--- src/rtl/hall_defs.svh ---
// offsets, widths, shifts, reset values and timing figures of the compensation path
`ifndef HALL_DEFS_SVH
`define HALL_DEFS_SVH

`define CLK_HZ 20000000
`define OVERSAMPLE 4
`define BW_LOW_HZ 375
`define BW_MID_HZ 1500
`define BW_HIGH_HZ 3000
`define BW_SEL_LOW 2'h0
`define BW_SEL_MID 2'h1
`define BW_SEL_HIGH 2'h2

`define REG_CTRL 6'h00
`define REG_OFF_COEF 6'h04
`define REG_LIN_COLD 6'h08
`define REG_LIN_WARM 6'h0c
`define REG_SQ_COLD 6'h10
`define REG_SQ_WARM 6'h14
`define REG_GAIN 6'h18
`define REG_TRIM 6'h1c
`define REG_COARSE 6'h20
`define REG_STATUS 6'h24
`define REG_LAST_OUT 6'h28
`define REG_TEMP 6'h2c

`define GAIN_RST 12'h800
`define COARSE_RST 8'h40
`define TEMP_REF 9'h019
`define FACTORY_SHIFT 13'h0000

`define ACC_W 40
`define PROD_W 56
`define LIN_SHIFT 16
`define SQ_SHIFT 24
`define OFF_SHIFT 14
`define GAIN_SHIFT 11
`define TRIM_SHIFT 2
`define CODE_MAX 12'hfff

`define CODE_W 12
`define FIFO_DEPTH 32
`define FIFO_AW 5
`define PERIOD_W 16

`endif

--- src/rtl/hall_pkg.sv ---
// shared types of the compensation path
package hall_pkg;

  typedef struct packed {
    logic [1:0] bw_sel;
    logic signed [7:0] off_coef;
    logic signed [8:0] lin_cold;
    logic signed [8:0] lin_warm;
    logic signed [8:0] sq_cold;
    logic signed [8:0] sq_warm;
    logic [11:0] gain;
    logic signed [9:0] trim;
    logic [7:0] coarse;
  } cfg_s;

  typedef enum logic [2:0] {
    ST_IDLE = 3'b000,
    ST_LIN = 3'b001,
    ST_SQ = 3'b010,
    ST_OFF = 3'b011,
    ST_GAIN = 3'b100,
    ST_TRIM = 3'b101,
    ST_PUSH = 3'b110
  } dp_state_e;

endpackage

--- src/rtl/hall_dsp_path.sv ---
// temperature compensation, fine gain and zero-field trim of converted samples
`include "hall_defs.svh"

// Operation
// samples are imported at a rate set by the bandwidth setting
// bandwidth choices 0.375, 1.5 and 3 kHz, resolution falling as bandwidth rises
// offset drift corrected linearly, coefficient spans about plus/minus 122 mG per degree
// offset drift correction comes after sample import
// cold gain coefficients below 25 C, warm coefficients above 25 C
// a drift order whose coefficient is zero leaves the sample untouched
// first-order gain drift applied before second-order within the stage
// compensated sample is input plus gain drift times input plus offset drift term
// factory signal shift taken as zero
// fine gain applied only after import and temperature compensation
// output is multiplier times compensated sample plus trim; multiplier 0.6 to 1.4
// zero-field trim is a fraction of the output span
// programmer should change field span, not fine gain, beyond 20 percent
// all processing settings held on chip and used by the path
// offset drift coefficient is 8 bits, 0.954 mG per degree step
// linear gain drift coefficient steps 1.53 m% per degree
// each sample goes compensation, gain, trim, one output code per import
module hall_dsp_path import hall_pkg::*; #(
  parameter int IMPORT_DIV_LOW = `CLK_HZ / (`OVERSAMPLE * `BW_LOW_HZ),
  parameter int IMPORT_DIV_MID = `CLK_HZ / (`OVERSAMPLE * `BW_MID_HZ),
  parameter int IMPORT_DIV_HIGH = `CLK_HZ / (`OVERSAMPLE * `BW_HIGH_HZ)
) (
  input wire logic mclk_in, // 20 MHz clock
  input wire logic rst_n_in, // sync reset, active low
  input wire logic [5:0] avs_address_in, // byte address
  input wire logic avs_read_in, // read request
  input wire logic avs_write_in, // write request
  input wire logic [31:0] avs_writedata_in, // write data
  output logic [31:0] avs_readdata_out, // read data
  output logic avs_waitrequest_out, // stall
  input wire logic [11:0] adc_sample_in, // front-end converter code
  input wire logic signed [8:0] temp_in, // ambient temperature, deg C
  output logic [11:0] output_code_out, // code to output converter
  output logic output_valid_out, // code valid
  input wire logic output_ready_in // output converter takes code
);
  cfg_s cfg_r;
  cfg_s cfg_nxt;
  logic wait_r;
  logic wait_nxt;
  logic [31:0] rdata_r;
  logic [31:0] rdata_nxt;
  logic [11:0] adc_m_r, adc_s_r;
  logic signed [8:0] temp_m_r, temp_s_r;
  logic [`PERIOD_W-1:0] period_r;
  logic [`PERIOD_W-1:0] period_nxt;
  logic import_stb;
  dp_state_e state_r;
  dp_state_e state_nxt;
  logic signed [`ACC_W-1:0] acc_r;
  logic signed [`ACC_W-1:0] acc_nxt;
  logic signed [12:0] y_r;
  logic signed [12:0] y_nxt;
  logic signed [8:0] delta_r;
  logic signed [8:0] delta_nxt;
  logic signed [8:0] lin_r;
  logic signed [8:0] lin_nxt;
  logic signed [8:0] sq_r;
  logic signed [8:0] sq_nxt;
  logic [11:0] code_r;
  logic [11:0] code_nxt;
  logic [15:0] drop_r;
  logic [15:0] drop_nxt;
  logic signed [`PROD_W-1:0] prod;
  logic signed [`ACC_W-1:0] sum;
  logic warm;
  logic fifo_in_ready;
  logic fifo_out_valid;
  logic fifo_out_ready;
  logic [11:0] fifo_out_data;
  logic [`FIFO_AW:0] fifo_level;
  logic out_valid_r;
  logic out_valid_nxt;
  logic [11:0] out_code_r;
  logic [11:0] out_code_nxt;
  logic bus_req;

  // pins from the analog side cross via two flops
  always_ff @(posedge mclk_in) begin
    if (!rst_n_in) begin
      adc_m_r <= '0;
      adc_s_r <= '0;
      temp_m_r <= '0;
      temp_s_r <= '0;
    end else begin
      adc_m_r <= adc_sample_in;
      adc_s_r <= adc_m_r;
      temp_m_r <= temp_in;
      temp_s_r <= temp_m_r;
    end
  end

  // register file, one wait state per access
  assign bus_req = avs_read_in || avs_write_in;
  always_comb begin
    cfg_nxt = cfg_r;
    wait_nxt = 1'b1;
    rdata_nxt = rdata_r;
    if (bus_req && wait_r) begin
      wait_nxt = 1'b0;
      rdata_nxt = '0;
      unique case (avs_address_in)
        `REG_CTRL: rdata_nxt = 32'(cfg_r.bw_sel);
        `REG_OFF_COEF: rdata_nxt = 32'($unsigned(cfg_r.off_coef));
        `REG_LIN_COLD: rdata_nxt = 32'($unsigned(cfg_r.lin_cold));
        `REG_LIN_WARM: rdata_nxt = 32'($unsigned(cfg_r.lin_warm));
        `REG_SQ_COLD: rdata_nxt = 32'($unsigned(cfg_r.sq_cold));
        `REG_SQ_WARM: rdata_nxt = 32'($unsigned(cfg_r.sq_warm));
        `REG_GAIN: rdata_nxt = 32'(cfg_r.gain);
        `REG_TRIM: rdata_nxt = 32'($unsigned(cfg_r.trim));
        `REG_COARSE: rdata_nxt = 32'(cfg_r.coarse);
        `REG_STATUS: rdata_nxt = {10'h000, fifo_level, drop_r};
        `REG_LAST_OUT: rdata_nxt = 32'(code_r);
        `REG_TEMP: rdata_nxt = 32'($unsigned(temp_s_r));
        default: rdata_nxt = '0;
      endcase
    end
    if (avs_write_in && !wait_r) begin
      unique case (avs_address_in)
        `REG_CTRL: cfg_nxt.bw_sel = avs_writedata_in[1:0];
        `REG_OFF_COEF: cfg_nxt.off_coef = avs_writedata_in[7:0];
        `REG_LIN_COLD: cfg_nxt.lin_cold = avs_writedata_in[8:0];
        `REG_LIN_WARM: cfg_nxt.lin_warm = avs_writedata_in[8:0];
        `REG_SQ_COLD: cfg_nxt.sq_cold = avs_writedata_in[8:0];
        `REG_SQ_WARM: cfg_nxt.sq_warm = avs_writedata_in[8:0];
        `REG_GAIN: cfg_nxt.gain = avs_writedata_in[11:0];
        `REG_TRIM: cfg_nxt.trim = avs_writedata_in[9:0];
        `REG_COARSE: cfg_nxt.coarse = avs_writedata_in[7:0];
        default: cfg_nxt = cfg_r;
      endcase
    end
  end

  always_ff @(posedge mclk_in) begin
    if (!rst_n_in) begin
      cfg_r <= '0;
      cfg_r.gain <= `GAIN_RST;
      cfg_r.coarse <= `COARSE_RST;
      wait_r <= 1'b1;
      rdata_r <= '0;
    end else begin
      cfg_r <= cfg_nxt;
      wait_r <= wait_nxt;
      rdata_r <= rdata_nxt;
    end
  end

  assign avs_readdata_out = rdata_r;
  assign avs_waitrequest_out = wait_r;

  // import period from bandwidth setting
  always_comb begin
    unique case (cfg_r.bw_sel)
      `BW_SEL_MID: period_nxt = `PERIOD_W'(IMPORT_DIV_MID);
      `BW_SEL_HIGH: period_nxt = `PERIOD_W'(IMPORT_DIV_HIGH);
      default: period_nxt = `PERIOD_W'(IMPORT_DIV_LOW);
    endcase
  end

  always_ff @(posedge mclk_in) begin
    if (!rst_n_in) begin
      period_r <= `PERIOD_W'(IMPORT_DIV_LOW);
    end else begin
      period_r <= period_nxt;
    end
  end

  import_rate_gen u_rate (
    .mclk_in(mclk_in),
    .rst_n_in(rst_n_in),
    .period_in(period_r),
    .stb_out(import_stb)
  );

  // compensation sequence, one stage per cycle
  assign warm = temp_s_r > $signed(`TEMP_REF);
  always_comb begin
    state_nxt = state_r;
    acc_nxt = acc_r;
    y_nxt = y_r;
    delta_nxt = delta_r;
    lin_nxt = lin_r;
    sq_nxt = sq_r;
    code_nxt = code_r;
    drop_nxt = drop_r;
    prod = '0;
    sum = '0;
    unique case (state_r)
      ST_IDLE: begin
        if (import_stb && fifo_in_ready) begin
          y_nxt = $signed({1'b0, adc_s_r}) - $signed(`FACTORY_SHIFT);
          acc_nxt = `ACC_W'($signed({1'b0, adc_s_r}));
          delta_nxt = temp_s_r - $signed(`TEMP_REF);
          lin_nxt = warm ? cfg_r.lin_warm : cfg_r.lin_cold;
          sq_nxt = warm ? cfg_r.sq_warm : cfg_r.sq_cold;
          state_nxt = ST_LIN;
        end else if (import_stb && drop_r != 16'hffff) begin
          drop_nxt = drop_r + 16'h0001;
        end
      end
      ST_LIN: begin
        prod = `PROD_W'(lin_r) * `PROD_W'(delta_r) * `PROD_W'(y_r);
        if (lin_r != '0) begin
          acc_nxt = acc_r + `ACC_W'(prod >>> `LIN_SHIFT);
        end
        state_nxt = ST_SQ;
      end
      ST_SQ: begin
        prod = `PROD_W'(sq_r) * `PROD_W'(delta_r) * `PROD_W'(delta_r) * `PROD_W'(y_r);
        if (sq_r != '0) begin
          acc_nxt = acc_r + `ACC_W'(prod >>> `SQ_SHIFT);
        end
        state_nxt = ST_OFF;
      end
      ST_OFF: begin
        prod = `PROD_W'(cfg_r.off_coef) * `PROD_W'($signed({1'b0, cfg_r.coarse}))
          * `PROD_W'(delta_r);
        acc_nxt = acc_r + `ACC_W'(prod >>> `OFF_SHIFT);
        state_nxt = ST_GAIN;
      end
      ST_GAIN: begin
        prod = `PROD_W'(acc_r) * `PROD_W'($signed({1'b0, cfg_r.gain}));
        acc_nxt = `ACC_W'(prod >>> `GAIN_SHIFT);
        state_nxt = ST_TRIM;
      end
      ST_TRIM: begin
        sum = acc_r + (`ACC_W'(cfg_r.trim) <<< `TRIM_SHIFT);
        if (sum < 0) begin
          code_nxt = '0;
        end else if (sum > `ACC_W'(`CODE_MAX)) begin
          code_nxt = `CODE_MAX;
        end else begin
          code_nxt = sum[11:0];
        end
        state_nxt = ST_PUSH;
      end
      ST_PUSH: state_nxt = ST_IDLE;
      default: state_nxt = ST_IDLE;
    endcase
  end
  always_ff @(posedge mclk_in) begin
    if (!rst_n_in) begin
      state_r <= ST_IDLE;
      acc_r <= '0;
      y_r <= '0;
      delta_r <= '0;
      lin_r <= '0;
      sq_r <= '0;
      code_r <= '0;
      drop_r <= '0;
    end else begin
      state_r <= state_nxt;
      acc_r <= acc_nxt;
      y_r <= y_nxt;
      delta_r <= delta_nxt;
      lin_r <= lin_nxt;
      sq_r <= sq_nxt;
      code_r <= code_nxt;
      drop_r <= drop_nxt;
    end
  end

  sample_fifo #(
    .WIDTH(`CODE_W),
    .DEPTH(`FIFO_DEPTH),
    .AW(`FIFO_AW)
  ) u_fifo (
    .mclk_in(mclk_in),
    .rst_n_in(rst_n_in),
    .in_valid_in(state_r == ST_PUSH),
    .in_ready_in_out(fifo_in_ready),
    .in_data_in(code_r),
    .out_valid_out(fifo_out_valid),
    .out_ready_in(fifo_out_ready),
    .out_data_out(fifo_out_data),
    .level_out(fifo_level)
  );

  // output holding stage toward the output converter
  assign fifo_out_ready = !out_valid_r || output_ready_in;

  always_comb begin
    out_valid_nxt = out_valid_r;
    out_code_nxt = out_code_r;
    if (fifo_out_valid && fifo_out_ready) begin
      out_valid_nxt = 1'b1;
      out_code_nxt = fifo_out_data;
    end else if (output_ready_in) begin
      out_valid_nxt = 1'b0;
    end
  end

  always_ff @(posedge mclk_in) begin
    if (!rst_n_in) begin
      out_valid_r <= 1'b0;
      out_code_r <= '0;
    end else begin
      out_valid_r <= out_valid_nxt;
      out_code_r <= out_code_nxt;
    end
  end

  assign output_code_out = out_code_r;
  assign output_valid_out = out_valid_r;
endmodule

--- src/rtl/import_rate_gen.sv ---
// import strobe generator, one pulse per programmed period
`include "hall_defs.svh"
module import_rate_gen (
  input wire logic mclk_in, // clock
  input wire logic rst_n_in, // sync reset
  input wire logic [`PERIOD_W-1:0] period_in, // cycles per import
  output logic stb_out // one-cycle import pulse
);
  logic [`PERIOD_W-1:0] cnt_r;
  logic [`PERIOD_W-1:0] cnt_nxt;
  logic stb_r;
  logic stb_nxt;

  always_comb begin
    if (cnt_r >= period_in - `PERIOD_W'(1)) begin
      cnt_nxt = '0;
      stb_nxt = 1'b1;
    end else begin
      cnt_nxt = cnt_r + `PERIOD_W'(1);
      stb_nxt = 1'b0;
    end
  end

  always_ff @(posedge mclk_in) begin
    if (!rst_n_in) begin
      cnt_r <= '0;
      stb_r <= 1'b0;
    end else begin
      cnt_r <= cnt_nxt;
      stb_r <= stb_nxt;
    end
  end

  assign stb_out = stb_r;
endmodule

--- src/rtl/sample_fifo.sv ---
// output code buffer with valid/ready on both sides
module sample_fifo #(
  parameter int WIDTH = 12,
  parameter int DEPTH = 32,
  parameter int AW = 5
) (
  input wire logic mclk_in, // clock
  input wire logic rst_n_in, // sync reset
  input wire logic in_valid_in, // push request
  output logic in_ready_in_out, // not full
  input wire logic [WIDTH-1:0] in_data_in, // pushed word
  output logic out_valid_out, // not empty
  input wire logic out_ready_in, // pop request
  output logic [WIDTH-1:0] out_data_out, // head word
  output logic [AW:0] level_out // words held
);
  logic [WIDTH-1:0] mem [DEPTH];
  logic [AW:0] wr_r;
  logic [AW:0] wr_nxt;
  logic [AW:0] rd_r;
  logic [AW:0] rd_nxt;
  logic push;
  logic pop;

  assign level_out = wr_r - rd_r;
  assign in_ready_in_out = level_out != (AW+1)'(DEPTH);
  assign out_valid_out = wr_r != rd_r;
  assign out_data_out = mem[rd_r[AW-1:0]];
  assign push = in_valid_in && in_ready_in_out;
  assign pop = out_valid_out && out_ready_in;

  always_comb begin
    wr_nxt = push ? wr_r + (AW+1)'(1) : wr_r;
    rd_nxt = pop ? rd_r + (AW+1)'(1) : rd_r;
  end

  always_ff @(posedge mclk_in) begin
    if (!rst_n_in) begin
      wr_r <= '0;
      rd_r <= '0;
    end else begin
      wr_r <= wr_nxt;
      rd_r <= rd_nxt;
    end
  end

  always_ff @(posedge mclk_in) begin
    if (push) begin
      mem[wr_r[AW-1:0]] <= in_data_in;
    end
  end
endmodule

--- config.mk ---
export PLATFORM = sky130hd
export DESIGN_NAME = hall_dsp_path
export DESIGN_NICKNAME = d
export VERILOG_FILES = /design/src/rtl/hall_pkg.sv /design/src/rtl/hall_dsp_path.sv /design/src/rtl/import_rate_gen.sv /design/src/rtl/sample_fifo.sv
export VERILOG_INCLUDE_DIRS = /design/src /design/src/rtl
export SDC_FILE = /design/constraint.sdc
export NUM_CORES = 2
export LEC_CHECK = 0
export ABC_AREA = 0
export ABC_CLOCK_PERIOD_IN_PS = 25200
export BUFFER_PORTS_ARGS = -buffer_cell sky130_fd_sc_hd__buf_2
export CORE_ASPECT_RATIO = 2
export CORE_MARGIN = 3
export CORE_UTILIZATION = 40
export CTS_CLUSTER_DIAMETER = 200
export DETAILED_ROUTE_END_ITERATION = 10
export GPL_ROUTABILITY_DRIVEN = 0
export PLACE_DENSITY = 0.51
export SYNTH_ARGS = -nofsm -noshare
export SYNTH_HDL_FRONTEND = slang
export SYNTH_SLANG_ARGS = --single-unit
--- constraint.sdc ---
create_clock -name mclk_in -period 25.2 [get_ports mclk_in]
set_input_delay 6.3 -clock mclk_in [delete_from_list [all_inputs] [get_ports mclk_in]]
set_output_delay 6.3 -clock mclk_in [all_outputs]
set_load 0.1 [all_outputs]
## Word-level counts from Yosys, hierarchy flattened

Memory sizes are Yosys's and may differ from the RTL's. A register that Yosys moved wholly into a read port is not among the register bits.
Cells that the tools add are included.

- Add/subtract/negate cells: 11
- Multiply operators: 8
- $lt $le $gt $ge: 4
- Eq/ne operators: 25
- Muxes and demuxes: 18
- Bitwise operators: 2
- Reduce and logical (&&, ||, !) cells: 30

Operators with widths:

| operator | count |
|---|---|
| $pmux 22 s12 | 1 |
| $pmux 40 s5 | 1 |
| $mux 40 | 3 |
| $add 40x12->40 | 2 |
| $mul 40x13->51 | 1 |
| $add 40x15->40 | 1 |
| $add 40x16->40 | 1 |
| $gt 40x12->1 const B | 1 |
| $lt 40x1->1 const B | 1 |
| $mul 27x13->40 | 1 |
| $mul 9x9->18 | 2 |
| $add 16x1->16 const B | 2 |
| $mul 18x13->31 | 1 |
| $pmux 14 s2 | 1 |
| $mul 18x9->27 | 1 |
| $mul 17x9->26 | 1 |
| $eq 6x5->1 const B | 4 |
| $eq 6x6->1 const B | 4 |
| $mux 12 | 2 |
| $reduce_and 2->1 | 10 |
| $mux 9 | 2 |
| $pmux 3 s6 | 1 |
| $reduce_bool 9->1 | 2 |
| $mul 8x9->17 | 1 |
| 30 further kinds | 51 |

- Register bits: 307
- RAM bits: 384
- Logic and storage cells: 128
- Memories kept: 1

Memory list:

| name | depth | width | rd ports | clocked after memory_dff | write ports | line | source |
|---|---|---|---|---|---|---|---|
| u_fifo.mem | 32 | 12 | 1 | 1 | 1 | sample_fifo.sv:17 | `logic [WIDTH-1:0] mem [DEPTH];` |

## Depth between registers and ports, before layout

- Depth after elaboration: 6
- Mapped depth: 80

## Cells and area by module

From an unflattened synthesis, not the netlist that was laid out.

- Cells, all modules: 8525
- Area total of the unflattened synthesis: 83681.5 µm²

Modules (own cells, without submodules):

| module | instances | cells an instance | area each (µm²) | sequential area each (µm²) |
|---|---|---|---|---|
| hall_dsp_path | 1 | 7666 | 66586.4 | 5365.1 |
| sample_fifo | 1 | 703 | 15735.1 | 11871.4 |
| import_rate_gen | 1 | 156 | 1360.1 | 340.3 |

## Worst setup path before layout

Ideal clock, no wire load.

- Path kind: reg2reg
- Start: register delta_r[0]
- End: register acc_r[39]
- Setup time: 0.118 ns
- Arrival: 19.235 ns
- Data required time: 25.082 ns
- Path slack: 5.847 ns
- Cell stages (with the launch flop): 73
- Buffers on the path: 3
- Clock period less this slack: 19.353 ns
- Cell sequence: dfxtp_1 -> buf_2 -> buf_1 -> nand2_1 -> fa_1 -> inv_1 -> fa_1 -> inv_1 -> fa_1 -> inv_1 -> fa_1 -> fa_1 -> ha_1 -> o21ai_0 -> a21boi_0 -> o21ai_0 -> a21boi_0 -> o21ai_0 -> [37 not listed] -> o311a_1 -> o21ai_0 -> mux2i_1 -> nor3b_1 -> ha_1 -> a21o_1 -> a21o_2 -> a211oi_2 -> a221oi_1 -> o2111ai_1 -> nand2_1 -> a221o_2 -> a221o_1 -> a21oi_2 -> xor2_1 -> xnor2_1 -> a221oi_2 -> nor2_1

- Cells in the longest elaborated chain, start to end: 6

RTL lines:

| what | line | source |
|---|---|---|
| from (decl) | hall_dsp_path.sv:58 | `logic signed [8:0] delta_r;` |
| from (signal assigned) | hall_dsp_path.sv:259 | `delta_r <= delta_nxt;` |
| $mul 9x9->18 (no line) | - |  |
| $mul 18x9->27 (no line) | - |  |
| $mul 27x13->40 (no line) | - |  |
| $add 40x16->40 | hall_dsp_path.sv:215 | `` acc_nxt = acc_r + `ACC_W'(prod >>> `SQ_SHIFT); `` |
| $mux 40 | hall_dsp_path.sv:214 | `if (sq_r != '0) begin` |
| $pmux 40 s5 * | hall_dsp_path.sv:192 | `unique case (state_r)` |
| to (signal assigned) | hall_dsp_path.sv:257 | `acc_r <= acc_nxt;` |
| to (decl) | hall_dsp_path.sv:54 | `` logic signed [`ACC_W-1:0] acc_r; `` |

Mark *: on every way between the ends. The rest lies on a longest branch, timed or not. The select of a mux whose other input is x is not followed.
A chain may end at the register's enable or synchronous reset.

## Worst setup path after layout

- Start: register delta_r[1]
- End: register acc_r[36]

Same word-level chain as after synthesis.

==> qor.csv <==
metric,value,unit
synth.distinct_cells,97,
postCtsHoldBufs,0,
status,completed,
grt_pass1_vias,65740,
cts.htree.levels,3,
synth_edf_count,384,
power.switching,1.631,mW
hold_class,flop to flop,
whs_path_depth,1,
clkPwrFrac,27.0,%
ant_nets,0,
finalSetupTns,0,ns
start_kind,flop,
max_freq,47.69,MHz
finalCriticalPeriod,20.97,ns
cts_resized,0,
grt_pass1_wl,382.3,mm
ir_drop,0.00006342,V
insertion_delay,0.70,ns
grt-ovfl-total,0,
root_buffer,clkbuf_16,
setup_viol,0,
hold_start,temp_m_r[8]$_SDFF_PN0_,
crit_type,flop to flop,
cp_slowest_cell,o41ai_1,
period_share,83.20,%
cts_made_buffers,69,
synth_seq_area_share,21.15,%
required,25.84,ns
num_vias,58570,
nFillCells,20190,
fin_nets,10240,
slowest_delay,0.76,ns
dp_hpwl,192.1,mm
internal_power,2.402,mW
wl,245.4,mm
cp.arrival,21.61,ns
clock_sinks,681,
synthFlopType,edfxtp_1,
p_per_area,45.69,nW/um2
initial_core_util,40.25,%
placed_cells,10900,
power_leakage,39.37,nW
reg2reg_depth,74,
min_to,temp_s_r[8]$_SDFF_PN0_,
vias_per_cell,5.302,
portBuffers,79,
ff2ff_setup_slack,4.23,ns
pwr-share-seq,32.9,%
syn_area,82610,um2
slew_violations,0,
regToRegStartpoint,delta_r[1]$_SDFFE_PN0P_,
netSwitchingFraction,40.44,%
path_clk_slew,0.08,ns
maxCapViolCount,0,
path_common_cell,fa_1,
grt_max_degree,80,
rr_endpoint,acc_r[36]$_SDFFE_PN0P_,
grt_setup_unrepaired,no,
syn_avg_cell_area,9.836,um2
cts_tree,done,
cts_max_path_buffers,3,
slew_headroom,13.96,%
io_pins,110,
layoutNonFillerInstCount,11050,
synthCells,8399,
drc,0,
die_area,212400,um2
dieHeight,648.7,um
post-cts-setup-buffers,0,
ys_warn_count,0,
antenna_found_initial,16,
dr.pass1.iters,8,
rows,235,
fin_skew,0.06604,ns
async_flop_share,0,%
drt_first_iter_violations,2898,
die_w,327.4,um
path_max_fanout,36,
ys_seq_elements,681,
worst_pin_slew,1.281,ns
routedWlPerCell,22.21,um
combinationalPowerShare,40.1,%
finalHoldViolations,0,
syn_to_final_growth,6.859,%
coreArea,205200,um2
drive_above_1_share,6.470,%
grt_use_total,23.51,%
end_kind,flop,
hold_slack,0.4359,ns
cell type report:
class	instances	area [um2]	share of cell area, %
multi-input combinational	5838	58090	65.81
sequential	681	17500	19.83
inverter	1431	5376	6.090
tap	2725	3410	3.862
clock buffer	90	1877	2.126
timing repair buffer	224	1486	1.684
clock inverter	36	475.5	0.5386
antenna	23	57.56	0.06520
power by group through the flow:
stage                     logic, mW  registers (mW)  clock network, mW
final                          1.62            1.33               1.09
after global routing           1.80            1.33               1.15
after CTS                      1.64            1.33               1.11
after detailed placement       1.63            1.35                  0
after global placement         1.61            1.35                  0
after floorplan                1.10            1.28                  0
Yosys cell counts, drive strengths merged (120+ instances only):
cell | count | area share (%)
inv | 1431 | 6.5
fa | 1327 | 32
nand2 | 1063 | 4.8
and2 | 720 | 5.5
ha | 601 | 9.1
clkbuf | 411 | 1.9
edfxtp | 384 | 14
nor2 | 310 | 1.4
a21oi | 305 | 1.9
dfxtp | 297 | 7.2
xnor2 | 191 | 2.0
o21ai | 146 | 0.89
mux4 | 120 | 3.3
worst max-delay path by stage:
| stage | startpoint | to | slack (ns) | depth (start not counted) |
|---|---|---|---|---|
| 6_report | delta_r[1]$_SDFFE_PN0P_ | acc_r[36]$_SDFFE_PN0P_ | 4.23 | 74 |
| 3_3_place_gp | delta_r[1]$_SDFFE_PN0P_ | acc_r[36]$_SDFFE_PN0P_ | 4.20 | 63 |
| 5_1_grt | delta_r[1]$_SDFFE_PN0P_ | acc_r[38]$_SDFFE_PN0P_ | 3.00 | 75 |
| 3_5_place_dp | delta_r[1]$_SDFFE_PN0P_ | acc_r[38]$_SDFFE_PN0P_ | 4.17 | 64 |
| 4_1_cts | delta_r[1]$_SDFFE_PN0P_ | acc_r[38]$_SDFFE_PN0P_ | 4.11 | 64 |
| 2_1_floorplan | delta_r[0]$_SDFFE_PN0P_ | acc_r[39]$_SDFFE_PN0P_ | 5.85 | 72 |
stage by stage:
stage	util [%]	area, um2	worst slack [ns]	power (mW)
floorplan	-	82650	5.847	2.382
global placement	41.84	85870	4.203	2.965
detailed placement	41.84	85870	4.174	2.981
CTS	42.99	88220	4.114	4.084
global route	43.00	88260	2.995	4.278
finish	43.01	88280	4.233	4.034
flip-flops by register name, summed over array words and instances, names as in the netlist, 3 cells and up:
register / flops
code_r: 12
acc_r: 40
u_fifo.wr_r: 6
cfg_r: 76
u_fifo.rd_r: 6
state_r: 3
u_rate.cnt_r: 16
y_r: 12
adc_s_r: 12
temp_m_r: 9
sq_r: 9
avs_readdata_out: 22
temp_s_r: 9
lin_r: 9
u_fifo.mem: 384
drop_r: 16
period_r: 4
delta_r: 9
output_code_out: 12
adc_m_r: 12
worst max-delay path: cells and delay by family, from the launching register on:
kind,cells,cell delay (ns)
xor+xnor,2,0.25
buf+inv,10,1.19
compound gates,34,8.59
simple gates,9,1.74
fa+ha+maj,19,8.46
flops,1,0.66
layer usage:
layer / GRT usage [%] / vias to the layer above / share of wire (%)
met2: 46.94 / 1271 / 57
met1: 23.54 / 30380 / 34
met3: 2.155 / 595 / 3.0
li1: - / 26320 / -
met4: 12.44 / 6 / 6.4
met5: 0 / - / 0.018
kinds of logic after synthesis:
family	synth area share (%)
xor gates and xnor gates	2.947
AOI/OAI and AO/OA	7.142
adders and majority gates	41.26
buffers and inverters	8.693
DFF	21.15
muxes	3.627
and+or+nand+nor	15.17
other	0.004539
cells in the final DEF, fill, tap and decap left out, types with 26 or more instances in the layout:
master and instances:
a221oi_1 39, a21oi_1 301, nor3_1 46, buf_2 78, fa_1 1327, mux4_2 120
o21ai_0 137, nand3_1 116, ha_1 601, nor2b_1 45, o21a_1 29, xnor2_1 190
xor2_1 87, and2_1 718, a211oi_1 51, inv_1 1429, nand2b_1 97, and3_1 57
buf_4 146, a21o_1 85, mux2i_1 26, nor2_1 292, clkbuf_16 70, dfxtp_1 279
nand4_1 41, nand2_1 1062, a31oi_1 26, edfxtp_1 384
(Power assumes the default switching activity.)
